`src/dpv_pkg.sv`:
```
/*
  Package for the drive-profile velocity command interpreter: register
  offsets, drive register masks, reset values, state and command types and
  the carriers that join the block to the drive-side register exchange.
  Assumes the importer works on one clock and treats every register image as 16 bits, the order strobe as one bit.
*/
package dpv_pkg;

  // software register offsets on the plain register port
  localparam logic [7:0] DPV_OFS_CONTROL = 8'h00;
  localparam logic [7:0] DPV_OFS_TARGET_VEL = 8'h04;
  localparam logic [7:0] DPV_OFS_SETPOINT = 8'h08;
  localparam logic [7:0] DPV_OFS_STATUS = 8'h0C;
  localparam logic [7:0] DPV_OFS_STATE = 8'h10;

  // control word bit positions
  localparam int DPV_CW_SWITCH_ON = 0;
  localparam int DPV_CW_ENABLE_VOLT = 1;
  localparam int DPV_CW_QUICK_STOP = 2;
  localparam int DPV_CW_ENABLE_OP = 3;
  localparam int DPV_CW_RFG_ENABLE = 4;
  localparam int DPV_CW_RFG_UNLOCK = 5;
  localparam int DPV_CW_RFG_USE_REF = 6;
  localparam int DPV_CW_HALT_RESET = 7;

  // drive status register (inverter address 0x00FC) masks
  localparam logic [15:0] DPV_DRV_STATUS_ADDR = 16'h00FC;
  localparam logic [15:0] DPV_FC_RUN = 16'h0005;
  localparam logic [15:0] DPV_FC_SPEED = 16'h0002;
  localparam logic [15:0] DPV_FC_TARGET = 16'h0010;
  localparam logic [15:0] DPV_FC_READY = 16'h0020;
  localparam logic [15:0] DPV_FC_WARNING = 16'h0040;
  localparam logic [15:0] DPV_FC_FAULT = 16'h0080;
  // drive status word two masks
  localparam logic [15:0] DPV_ST2_NET_CTRL = 16'h0002;
  localparam logic [15:0] DPV_ST2_REMOTE = 16'h0003;

  // drive command register 0x0001 and quick-stop register 0x0014
  localparam logic [15:0] DPV_RUN_REG_ADDR = 16'h0001;
  localparam logic [15:0] DPV_QS_REG_ADDR = 16'h0014;
  localparam logic [15:0] DPV_RUN_FIELD = 16'h0003;
  localparam logic [15:0] DPV_RUN_STOP = 16'h0000;
  localparam logic [15:0] DPV_RUN_FWD = 16'h0001;
  localparam logic [15:0] DPV_RUN_REV = 16'h0002;
  localparam logic [15:0] DPV_FAULT_RESET = 16'h0008;
  localparam logic [15:0] DPV_QS_SELECT = 16'h0004;
  // option status word two: network reference flag
  localparam logic [15:0] DPV_OPT_NET_REF = 16'h0002;

  localparam logic [15:0] DPV_RESET_WORD = 16'h0000;

  typedef enum logic [2:0] {
    ST_NOT_READY, ST_SWITCH_ON_DISABLED, ST_READY, ST_SWITCHED_ON,
    ST_OP_ENABLED, ST_QUICK_STOP, ST_FAULT_REACTION, ST_FAULT
  } dpv_state_type;

  typedef enum logic [3:0] {
    CMD_NONE, CMD_SHUTDOWN, CMD_SWITCH_ON, CMD_SWITCH_ON_ENABLE,
    CMD_DISABLE_VOLTAGE, CMD_QUICK_STOP, CMD_DISABLE_OP, CMD_ENABLE_OP,
    CMD_FAULT_RESET
  } dpv_cmd_type;

  // drive-side inputs: status register image and status word two
  typedef struct packed {
    logic [15:0] status_fc;
    logic [15:0] status_two;
  } dpv_drive_in_type;

  // drive-side outputs: register images plus order strobe
  typedef struct packed {
    logic [15:0] run_ctrl;
    logic [15:0] qs_ctrl;
    logic [15:0] option_status_word_two;
    logic [15:0] setpoint;
    logic order_strobe;
  } dpv_drive_out_type;

endpackage

```
`src/dpv_velocity_sm.sv`:
```
/*
  Drive-profile velocity command interpreter: decodes control words written
  over the plain register port, issues run, quick-stop and fault-reset orders
  to the drive register images, evaluates the profile state machine from the
  drive status and encodes the status word.
  Assumes drive status inputs come from logic on the same clock, and that
  the register master keeps strobes one cycle long and never both at once.
*/
// The address-and-strobe port and the placing of the registers were chosen for this implementation.
`timescale 1ns/1ps

module dpv_velocity_sm #(
  parameter int ADDR_W = 8
) (
  input wire logic clk,
  input wire logic nrst,
  input wire logic [ADDR_W-1:0] reg_addr,
  input wire logic [15:0] reg_wdata,
  input wire logic reg_wr,
  input wire logic reg_rd,
  output logic [15:0] reg_rdata,
  input wire logic init_ok,
  input wire dpv_pkg::dpv_drive_in_type drive_in,
  output dpv_pkg::dpv_drive_out_type drive_out,
  output logic [15:0] status_word
);
  import dpv_pkg::*;

  // refuse an address port too narrow for the register map
  if (ADDR_W < 5 || ADDR_W > 8) begin : g_addr_check
    $error("ADDR_W must lie between 5 and 8");
  end

  logic [15:0] ctrl_reg, ctrl_next;
  logic [15:0] tvel_reg, tvel_next;
  logic [15:0] sp_held_reg, sp_held_next;
  logic [15:0] rdata_reg, rdata_next;
  logic [15:0] status_reg, status_next;
  logic [15:0] run_reg, run_next;
  logic [15:0] qs_reg, qs_next;
  logic [15:0] opt_reg, opt_next;
  logic [15:0] spout_reg, spout_next;
  logic strobe_reg, strobe_next;
  logic fr_pend_reg, fr_pend_next;
  logic run_pend_reg, run_pend_next;
  dpv_state_type state_reg, state_next;
  dpv_cmd_type cmd_reg, cmd_next;

  logic wr_ctrl, wr_tvel, wr_sp;
  logic [7:0] addr8;
  logic net_ctrl, fault, ready, running, stopped;
  dpv_cmd_type decoded;

  // address decode and drive status conditions
  always_comb begin
    addr8 = 8'(reg_addr);
    wr_ctrl = reg_wr && (addr8 == DPV_OFS_CONTROL);
    wr_tvel = reg_wr && (addr8 == DPV_OFS_TARGET_VEL);
    wr_sp = reg_wr && (addr8 == DPV_OFS_SETPOINT);
    net_ctrl = (drive_in.status_two & DPV_ST2_NET_CTRL) != 16'h0000;
    fault = (drive_in.status_fc & DPV_FC_FAULT) != 16'h0000;
    ready = (drive_in.status_fc & DPV_FC_READY) != 16'h0000;
    running = ((drive_in.status_fc & DPV_FC_RUN) != 16'h0000) &&
              ((drive_in.status_fc & DPV_FC_SPEED) != 16'h0000);
    stopped = ((drive_in.status_fc & DPV_FC_RUN) == 16'h0000) &&
              ((drive_in.status_fc & DPV_FC_SPEED) == 16'h0000);
  end

  // control word decode; halt-high words other than the rising edge match nothing
  always_comb begin
    decoded = CMD_NONE;
    if (reg_wdata[DPV_CW_HALT_RESET] && !ctrl_reg[DPV_CW_HALT_RESET]) begin
      decoded = CMD_FAULT_RESET;
    end else if (reg_wdata[DPV_CW_HALT_RESET]) begin
      decoded = CMD_NONE;
    end else if (!reg_wdata[DPV_CW_ENABLE_VOLT]) begin
      decoded = CMD_DISABLE_VOLTAGE;
    end else if (!reg_wdata[DPV_CW_QUICK_STOP]) begin
      decoded = CMD_QUICK_STOP;
    end else if (!reg_wdata[DPV_CW_SWITCH_ON]) begin
      decoded = CMD_SHUTDOWN;
    end else if (!reg_wdata[DPV_CW_ENABLE_OP]) begin
      decoded = (state_reg == ST_READY) ? CMD_SWITCH_ON : CMD_DISABLE_OP;
    end else begin
      decoded = (state_reg == ST_READY) ? CMD_SWITCH_ON_ENABLE : CMD_ENABLE_OP;
    end
  end

  // next values of software registers, recorded command and drive orders
  always_comb begin
    ctrl_next = ctrl_reg;
    tvel_next = tvel_reg;
    sp_held_next = sp_held_reg;
    run_next = run_reg;
    qs_next = qs_reg;
    opt_next = opt_reg;
    strobe_next = 1'b0;
    fr_pend_next = 1'b0;
    run_pend_next = run_pend_reg;
    cmd_next = cmd_reg;

    // software writes
    if (wr_tvel) begin
      tvel_next = reg_wdata;
    end
    if (wr_sp && ctrl_reg[DPV_CW_RFG_UNLOCK]) begin
      sp_held_next = reg_wdata;
    end
    if (wr_ctrl) begin
      ctrl_next = reg_wdata;
      if (reg_wdata[DPV_CW_RFG_ENABLE]) begin
        opt_next = opt_reg | DPV_OPT_NET_REF;
      end else begin
        opt_next = opt_reg & ~DPV_OPT_NET_REF;
      end
      if (decoded != CMD_NONE) begin
        cmd_next = decoded;
        run_pend_next = 1'b0;
      end
    end

    // command orders toward the drive, only under network control
    if (wr_ctrl && net_ctrl) begin
      unique case (decoded)
        CMD_SHUTDOWN, CMD_SWITCH_ON, CMD_DISABLE_VOLTAGE, CMD_DISABLE_OP: begin
          qs_next = qs_reg & ~DPV_QS_SELECT;
          run_next = (run_reg & ~DPV_RUN_FIELD) | DPV_RUN_STOP;
          strobe_next = 1'b1;
        end
        CMD_QUICK_STOP: begin
          qs_next = qs_reg | DPV_QS_SELECT;
          run_next = (run_reg & ~DPV_RUN_FIELD) | DPV_RUN_STOP;
          strobe_next = 1'b1;
        end
        CMD_ENABLE_OP: begin
          run_next = (run_reg & ~DPV_RUN_FIELD) |
                     (tvel_reg[15] ? DPV_RUN_REV : DPV_RUN_FWD);
          strobe_next = 1'b1;
        end
        CMD_SWITCH_ON_ENABLE: begin
          qs_next = qs_reg & ~DPV_QS_SELECT;
          run_next = (run_reg & ~DPV_RUN_FIELD) | DPV_RUN_STOP;
          run_pend_next = 1'b1;
          strobe_next = 1'b1;
        end
        CMD_FAULT_RESET: begin
          run_next = (run_reg & ~(DPV_RUN_FIELD | DPV_FAULT_RESET)) | DPV_RUN_STOP;
          fr_pend_next = 1'b1;
          strobe_next = 1'b1;
        end
        CMD_NONE: begin
        end
      endcase
    end else if (fr_pend_reg && net_ctrl) begin
      run_next = run_reg | DPV_FAULT_RESET;
      strobe_next = 1'b1;
    end else if (run_pend_reg && state_reg == ST_SWITCHED_ON && net_ctrl) begin
      run_next = (run_reg & ~DPV_RUN_FIELD) |
                 (tvel_reg[15] ? DPV_RUN_REV : DPV_RUN_FWD);
      run_pend_next = 1'b0;
      strobe_next = 1'b1;
    end
    // fault reset bit falls back once halt is released
    if (wr_ctrl && !reg_wdata[DPV_CW_HALT_RESET] && net_ctrl &&
        (run_reg & DPV_FAULT_RESET) != 16'h0000) begin
      run_next = run_next & ~DPV_FAULT_RESET;
      strobe_next = 1'b1;
    end

  end

  // profile state machine evaluated every cycle from drive status and last command
  always_comb begin
    state_next = state_reg;
    // a fault outranks every command, so it is tested first
    if (fault) begin
      state_next = running ? ST_FAULT_REACTION : (stopped ? ST_FAULT : state_reg);
    end else if (state_reg == ST_NOT_READY) begin
      if (init_ok && ready) begin
        state_next = ST_SWITCH_ON_DISABLED;
      end
    end else if (!ready) begin
      state_next = ST_NOT_READY;
    end else if (running) begin
      if (cmd_reg == CMD_QUICK_STOP) begin
        state_next = ST_QUICK_STOP;
      end else if (state_reg == ST_QUICK_STOP) begin
        state_next = (cmd_reg == CMD_ENABLE_OP) ? ST_OP_ENABLED : ST_QUICK_STOP;
      end else if (state_reg != ST_FAULT_REACTION && state_reg != ST_FAULT) begin
        state_next = ST_OP_ENABLED;
      end
    end else if (stopped) begin
      if (cmd_reg == CMD_SHUTDOWN &&
          (state_reg == ST_SWITCH_ON_DISABLED || state_reg == ST_SWITCHED_ON ||
           state_reg == ST_OP_ENABLED || state_reg == ST_READY)) begin
        state_next = ST_READY;
      end else if ((cmd_reg == CMD_SWITCH_ON || cmd_reg == CMD_DISABLE_OP ||
                    cmd_reg == CMD_SWITCH_ON_ENABLE || cmd_reg == CMD_ENABLE_OP) &&
                   (state_reg == ST_READY || state_reg == ST_OP_ENABLED ||
                    state_reg == ST_SWITCHED_ON)) begin
        state_next = ST_SWITCHED_ON;
      end else begin
        state_next = ST_SWITCH_ON_DISABLED;
      end
    end
  end

  // status word encode and gated set-point toward the drive
  always_comb begin
    status_next = 16'h0000;
    unique case (state_next)
      ST_NOT_READY: status_next[6:0] = 7'h00;
      ST_SWITCH_ON_DISABLED: status_next[6:0] = 7'h40;
      ST_READY: status_next[6:0] = 7'h21;
      ST_SWITCHED_ON: status_next[6:0] = 7'h33;
      ST_OP_ENABLED: status_next[6:0] = 7'h37;
      ST_QUICK_STOP: status_next[6:0] = 7'h17;
      ST_FAULT_REACTION: status_next[6:0] = 7'h1F;
      ST_FAULT: status_next[6:0] = 7'h08;
    endcase
    status_next[7] = (drive_in.status_fc & DPV_FC_WARNING) != 16'h0000;
    status_next[9] = (drive_in.status_two & DPV_ST2_REMOTE) != 16'h0000;
    status_next[10] = (drive_in.status_fc & DPV_FC_TARGET) != 16'h0000;
    if (state_next == ST_OP_ENABLED && ctrl_next[DPV_CW_RFG_USE_REF]) begin
      spout_next = sp_held_next;
    end else begin
      spout_next = 16'h0000;
    end
  end

  // register read mux, data stands in the cycle after the strobe
  always_comb begin
    rdata_next = 16'h0000;
    if (reg_rd) begin
      unique case (addr8)
        DPV_OFS_CONTROL: rdata_next = ctrl_reg;
        DPV_OFS_TARGET_VEL: rdata_next = tvel_reg;
        DPV_OFS_SETPOINT: rdata_next = sp_held_reg;
        DPV_OFS_STATUS: rdata_next = status_reg;
        DPV_OFS_STATE: rdata_next = {4'h0, 4'(cmd_reg), 5'h00, 3'(state_reg)};
        default: rdata_next = 16'h0000;
      endcase
    end
  end

  // software, command and order registers
  always_ff @(posedge clk or negedge nrst) begin
    if (!nrst) begin
      ctrl_reg <= DPV_RESET_WORD;
      tvel_reg <= DPV_RESET_WORD;
      sp_held_reg <= DPV_RESET_WORD;
      run_reg <= DPV_RESET_WORD;
      qs_reg <= DPV_RESET_WORD;
      opt_reg <= DPV_RESET_WORD;
      strobe_reg <= 1'b0;
      fr_pend_reg <= 1'b0;
      run_pend_reg <= 1'b0;
      cmd_reg <= CMD_NONE;
    end else begin
      ctrl_reg <= ctrl_next;
      tvel_reg <= tvel_next;
      sp_held_reg <= sp_held_next;
      run_reg <= run_next;
      qs_reg <= qs_next;
      opt_reg <= opt_next;
      strobe_reg <= strobe_next;
      fr_pend_reg <= fr_pend_next;
      run_pend_reg <= run_pend_next;
      cmd_reg <= cmd_next;
    end
  end

  // profile state register; reset lands in not ready
  always_ff @(posedge clk or negedge nrst) begin
    if (!nrst) begin
      state_reg <= ST_NOT_READY;
    end else begin
      state_reg <= state_next;
    end
  end

  // status word and gated set-point; both follow the state register in step
  always_ff @(posedge clk or negedge nrst) begin
    if (!nrst) begin
      status_reg <= DPV_RESET_WORD;
      spout_reg <= DPV_RESET_WORD;
    end else begin
      status_reg <= status_next;
      spout_reg <= spout_next;
    end
  end

  // read data, zero except in the cycle after a read strobe
  always_ff @(posedge clk or negedge nrst) begin
    if (!nrst) begin
      rdata_reg <= DPV_RESET_WORD;
    end else begin
      rdata_reg <= rdata_next;
    end
  end

  // outputs straight from flip-flops
  assign reg_rdata = rdata_reg;
  assign status_word = status_reg;
  assign drive_out.run_ctrl = run_reg;
  assign drive_out.qs_ctrl = qs_reg;
  assign drive_out.option_status_word_two = opt_reg;
  assign drive_out.setpoint = spout_reg;
  assign drive_out.order_strobe = strobe_reg;

endmodule

```
`config.mk`:
```
export PLATFORM = sky130hd
export DESIGN_NAME = dpv_velocity_sm
export DESIGN_NICKNAME = d
export VERILOG_FILES = /design/src/dpv_pkg.sv /design/src/dpv_velocity_sm.sv
export SDC_FILE = /design/constraint.sdc
export NUM_CORES = 1
export LEC_CHECK = 0
export BUFFER_PORTS_ARGS = -buffer_cell sky130_fd_sc_hd__buf_2
export CORE_MARGIN = 1.5
export CORE_UTILIZATION = 44
export CTS_BUF_LIST = sky130_fd_sc_hd__clkbuf_16
export DETAILED_ROUTE_END_ITERATION = 8
export GPL_TIMING_DRIVEN = 0
export PLACE_DENSITY = 0.7
export SLEW_MARGIN = 20
export SYNTH_ARGS = -nofsm -noshare
export SYNTH_HDL_FRONTEND = slang
export SYNTH_SLANG_ARGS = --single-unit
```
`constraint.sdc`:
```
create_clock -name clk -period 2.3 [get_ports clk]
set_input_delay 0.345 -clock clk [delete_from_list [all_inputs] [get_ports clk]]
set_output_delay 0.345 -clock clk [all_outputs]
set_load 0.01 [all_outputs]
```
-- Word level (Yosys, flattened, before mapping)
Memories as Yosys holds them, arrays and structs flattened. A register that Yosys moved wholly into a read port is not among the register bits.
Cells that the tools add are included.
- bits in registers: 118
- memory bits (read-only): 56
- bits of input ports: 61
- output and inout port bits: 97
- word-level logic and storage cells: 139
- memories kept: 1
- memories (memory ; depth ; width ; read ports ; clocked after memory_dff ; write ports ; RTL line ; text):
    (no name shown) ; 8 ; 7 ; 1 ; 1 ; 0 ; dpv_velocity_sm.sv:211 ; unique case (state_next)
- equality and inequality tests: 28
- multiplexer cells: 48
- bitwise operators: 1
- reductions and logical operators: 45
- operators with widths (kind ; number):
    16-bit two-way mux ; 6
    16-bit case mux with 5 select lines ; 1
    16-bit case mux with 3 select lines ; 1
    3-bit two-way mux ; 14
    16-bit zero test ; 2
    16-bit nonzero test ; 2
    4-bit by 3-bit == test with 1-bit output, second input constant ; 7
    4-bit two-way mux ; 6
    1-bit logical AND ; 19
    4-bit by 2-bit == test with 1-bit output, second input constant ; 4
    8-bit by 4-bit == test with 1-bit output, second input constant ; 2
    16-bit by 2-bit bitwise OR with 16-bit output ; 1
    1-bit two-way mux ; 14
    3-bit == test, second input constant ; 3
    4-bit by 1-bit == test with 1-bit output, second input constant ; 2
    8-bit by 3-bit == test with 1-bit output, second input constant ; 1
    8-bit by 5-bit == test with 1-bit output, second input constant ; 1
    8-bit zero test ; 1
    1-bit logical OR ; 8
    2-bit two-way mux ; 4
    4-bit nonzero test ; 2
    8-bit OR reduction ; 1
    7-bit two-way mux ; 1
    3-bit by 2-bit == test with 1-bit output, second input constant ; 2
    other kinds (13) ; 17

-- Logic depth before layout (Yosys ltp)
- depth after elaboration: 15
- depth in mapped cells: 8
- mapped depth without buffers: 6

-- Least setup slack after synthesis
OpenSTA, ideal clock, no wires.
- kind: register to register
- from: reg state_reg[0]
- to: reg spout_reg[5]
- library setup time: 0.094 ns
- data arrival time: 1.862 ns
- setup slack: 0.344 ns
- cell stages (with the launch flop): 8
- clock period less this slack: 1.956 ns
- path through: dfrtp_1 > buf_6 > or3_4 > o211a_4 > a32oi_4 > nand3_4 > buf_6 > nor4b_4
- longest elaborated chain between the ends: 14
- elaborated cells between the ends (all ways): 32
- those cells by class: 8 x eq/ne; 14 x mux; 10 x reduce/logical
- ends and longest elaborated chain (element ; RTL line ; text):
    start: declaration ; dpv_velocity_sm.sv:46 ; dpv_state_type state_reg, state_next;
    start signal: assignment ; dpv_velocity_sm.sv:278 ; state_reg <= state_next;
    3-bit by 2-bit == test with 1-bit output, or another cell as far along ; dpv_velocity_sm.sv:195, dpv_velocity_sm.sv:199 ;
    1-bit logical OR (on tied branches) (2 in series) ; dpv_velocity_sm.sv:199, dpv_velocity_sm.sv:194 ;
    1-bit logical AND or 1-bit logical OR (tied branches) ; dpv_velocity_sm.sv:198, dpv_velocity_sm.sv:195 ;
    2-bit two-way mux or 1-bit logical AND (tied branches) ; dpv_velocity_sm.sv:197, dpv_velocity_sm.sv:193 ;
    2-bit two-way mux ; dpv_velocity_sm.sv:193 ; if (cmd_reg == CMD_SHUTDOWN &&
    3-bit two-way mux ; dpv_velocity_sm.sv:192 ; end else if (stopped) begin
    3-bit two-way mux ; dpv_velocity_sm.sv:184 ; end else if (running) begin
    3-bit two-way mux ; dpv_velocity_sm.sv:182 ; end else if (!ready) begin
    3-bit two-way mux ; dpv_velocity_sm.sv:178 ; end else if (state_reg == ST_NOT_READY) begin
    3-bit two-way mux * ; dpv_velocity_sm.sv:176 ; if (fault) begin
    3-bit == test * ; dpv_velocity_sm.sv:224 ; if (state_next == ST_OP_ENABLED && ctrl_next[DPV_CW_RFG_USE_REF]) begin
    1-bit logical AND * ; dpv_velocity_sm.sv:224 ;
    16-bit two-way mux * ; dpv_velocity_sm.sv:224 ;
    net spout_next[5] ; dpv_velocity_sm.sv:42 ; logic [15:0] spout_reg, spout_next;
    end signal: assignment ; dpv_velocity_sm.sv:289 ; spout_reg <= spout_next;
    end: declaration ; dpv_velocity_sm.sv:42 ;
The timed path passes the listed nets; every way through them passes the cells marked *.
A chain may end at the register's enable or synchronous reset.

-- Worst setup path in the final report
- from: in reg_addr[1]
- to: reg spout_reg[5]
- longest elaborated chain between the ends: 5
- elaborated cells between the ends (all ways): 9
- those cells by class: 1 x eq/ne; 3 x mux; 5 x reduce/logical
- ends and longest elaborated chain (element ; RTL line ; text):
    start: declaration ; dpv_velocity_sm.sv:17 ; input wire logic [ADDR_W-1:0] reg_addr,
    8-bit by 4-bit == test with 1-bit output ; dpv_velocity_sm.sv:59 ; wr_sp = reg_wr && (addr8 == DPV_OFS_SETPOINT);
    1-bit logical AND ; dpv_velocity_sm.sv:59 ;
    1-bit logical AND ; dpv_velocity_sm.sv:106 ; if (wr_sp && ctrl_reg[DPV_CW_RFG_UNLOCK]) begin
    16-bit two-way mux ; dpv_velocity_sm.sv:106 ;
    net sp_held_next[5] ; dpv_velocity_sm.sv:36 ; logic [15:0] sp_held_reg, sp_held_next;
    16-bit two-way mux ; dpv_velocity_sm.sv:224 ;
    net spout_next[5] ; dpv_velocity_sm.sv:42 ;
The timed path passes the listed nets, and every way through them passes these cells.

==> key figures <==
Timing
  – Final worst slack: roughly 150 ps
  – Clock Skew: between 9 and 10 ps
  – Worst Tran Pin Value: between 600 and 700 ps
  – FMAX: around 0.47 GHz
  – Final period utilization: between 90 and 100%
  – Tmin final: between 2000 and 2500 ps
  – Hold WS: roughly 100 ps
  – Hold Vio Cnt, Final: 0
  – Final Max Tran Viols: 0
  – Setup TNS: 0 ps
  – Final setup vio count: 0
  – RSZ-0062 raised after global routing: no
  – Slew margin rel.: a little over half

Routing
  – Post-route ant nets: 0
  – Post-Route WL: ~12000 um
  – Wire per inst: ~16 um
  – 1st-pass router iterations: 5
  – Vias: roughly 3800
  – Residual DRC: 0
  – Initial DRC Count: around 320
  – Via density: 5.095

Layout
  – Fin nets: 652
  – Fill count: 1024
  – Non-Filler Instances: around 740
  – Final core utilization: 54.71%
  – Diode count: 0
  – Cell area after layout: approximately 6200 um2
  – P&R area growth vs syn: 21.22%
  – Layout cells sized above 1: between 30% and 40%

Logic synthesis
  – Synth cell types: 59
  – Fraction of registers with async set/reset: 100.0%
  – Ys flop type: dfrtp_1
  – Number of enable flip-flop cells after synthesis: 0
  – Dominant cell type by area after synthesis: dfrtp_1
  – Cells after synthesis: 448
  – Syn avg cell area: 11.50 um2
  – Yosys reg bits: around 100
  – Dominant cells by area after synthesis: dfrtp_1 50%, buf_4 7.9%, mux2_2 6.6%, nor4b_4 4.6%, nand2_1 4.4%
  – Seq/Total Area, Yosys: 50.01%
  – Count leader, synth: dfrtp_1
  – Yosys warning total: 0
  – Synth Cell Area: roughly 5000 um2
  – Yosys top cell area share: between 50% and 60%
  – Most common library cells after synthesis: 103 x dfrtp_1, 61 x nand2_1, 54 x buf_4

Setup path
  – Req. time, crit path: roughly 2500 ps
  – Critical Path Start Type: input pin
  – CP Capture Type: flop
  – Worst path arrival time: roughly 2400 ps
  – Critical-path maximum fanout: 10
  – Worst Setup Path Type: in -> reg

Clock tree
  – Clock latency on the worst-skew pair: ~350 ps
  – H-tree Lvls: 3
  – CTS Buf Count: 9
  – Clock Path Buffers: 2
  – Count of clock tree sinks: approximately 100
  – CTS Root Cell: clkbuf_16
  – Clock-pin slew on the worst setup and hold paths: about 60 ps
  – TritonCTS clock tree: done

Status
  – Status: completed

Die
  – Die height: ~110 um
  – Die area: 12370 um2
  – FP Rows: 39
  – Num ports: 158
  – Initial Util: 45.13%
  – Chip width: roughly 110 um
  – Floorplan core area: ~11000 um2

GRT
  – Initial antenna violation count: 0
  – Vias in the first global route: 3624
  – GRT Total Usage: roughly a fifth
  – First-pass GRT wire length: 19070 um
  – Largest net degree at the start of global routing: 64
  – GRT Residual Overflow: 0

Run
  – Max-Cap Viols: 0

Placed design
  – Input/output buffers: 82
  – Worst slack at placement: -159.9 ps
  – Area after DPL: roughly 6000 um2
  – Placed cells: approximately 720
  – Gp weighted congestion: 0.8796
  – Detailed-placement wirelength estimate: ~9000 um

Power
  – Reg power frac: a little under half
  – Sw Ratio: 26.75%
  – Part of the power in the clock network: ~36%
  – Internal Power: just under 3 mW
  – Max VDD drop: 327.5 uV
  – Sw power: between 1 and 1.5 mW
  – Leak Pwr: between 3 and 4 nW
  – Logic gate share of total power: 16.1%
  – Total design power: 4.053 mW
  – PD cells: 648.7 nW/um2

Hold path
  – Hold Path Class: in -> reg
==> cell type report <==
cell class,instances,area [um2],share of cell area (%)
clock buffer,9,225.2,3.605
inverter,6,22.52,0.3605
multi-input combinational,312,2220,35.53
tap,143,178.9,2.864
buffer,75,515.5,8.252
timing repair buffer,84,454.2,7.270
clock inverter,6,53.80,0.8612
sequential,103,2577,41.26
==> worst max-delay path, cell delays in order <==
cell and delay, ps:
buf_2 100, nor3_2 340, and2_0 290, nand4_1 400, buf_2 370, mux2_1 370
nor4b_4 140
==> metal layers <==
metal  global-route usage (%)  part of all wire [%]  vias up
met1                    26.34                    43     1812
met2                    31.57                    49      173
met4                    9.789                   3.0        0
met3                    3.827                   5.8       26
met5                        0                     0        -
li1                         -                     -     1749
==> cells in the final DEF, fill, tap and decap left out, types with 3 or more instances in the layout <==
cell / n
mux2i_1: 15
mux2_2: 30
nand4_1: 3
nor2_1: 26
dfrtp_1: 103
inv_1: 7
a21oi_1: 11
buf_2: 87
nor4b_1: 7
buf_4: 54
nor4b_4: 10
mux4_2: 5
a31oi_1: 6
conb_1: 49
nand2b_1: 5
clkbuf_16: 9
a32o_1: 3
a22oi_1: 4
nor2b_1: 9
o21ai_0: 11
nand2_1: 61
buf_6: 4
o22a_1: 7
clkbuf_1: 9
nor3_1: 3
nand3_1: 8
==> final timing paths <==
| check | start | to | slack [ps] | cells after the start |
|---|---|---|---|---|
| max in group asynchronous | nrst | status_word[0] | 1180 | 3 |
| min in group asynchronous | nrst | reg_rdata[13] | 480 | 2 |
| hold reg to reg | ctrl_reg[11] | ctrl_reg[11] | 470 | 2 |
| setup / recovery | reg_addr[1] | spout_reg[5] | 150 | 7 |
| hold / removal | drive_in[22] | status_word[7] | 100 | 1 |
| setup reg to reg | state_reg[0] | spout_reg[12] | 200 | 7 |
==> repair_timing <==
| action | CTS | global route |
|---|---|---|
| buffers inserted | 0 | 0 |
| endpoints found under the hold margin | 40 | 0 |
| endpoints found under the setup margin | 0 | 8 |
| hold buffers | 1 | 0 |
| resized for setup | 0 | 2 |
==> power by group through the flow <==
stage / clock network, mW / registers (mW) / logic, mW
after floorplan: 0 / 1.96 / 0.443
after global placement: 0 / 1.97 / 0.625
after detailed placement: 0 / 1.97 / 0.647
after CTS: 1.49 / 1.94 / 0.650
after global routing: 1.55 / 1.94 / 0.713
final: 1.47 / 1.94 / 0.651
==> kinds of logic after synthesis <==
family,synth area share (%)
AO/OA/AOI/OAI,8.764
XOR/XNOR,0.1700
buffers and inverters,10.42
flip-flops,50.01
multiplexers,12.14
other,0.07276
AND/OR/NAND/NOR,18.43
Power figures use the tool's default switching activity.
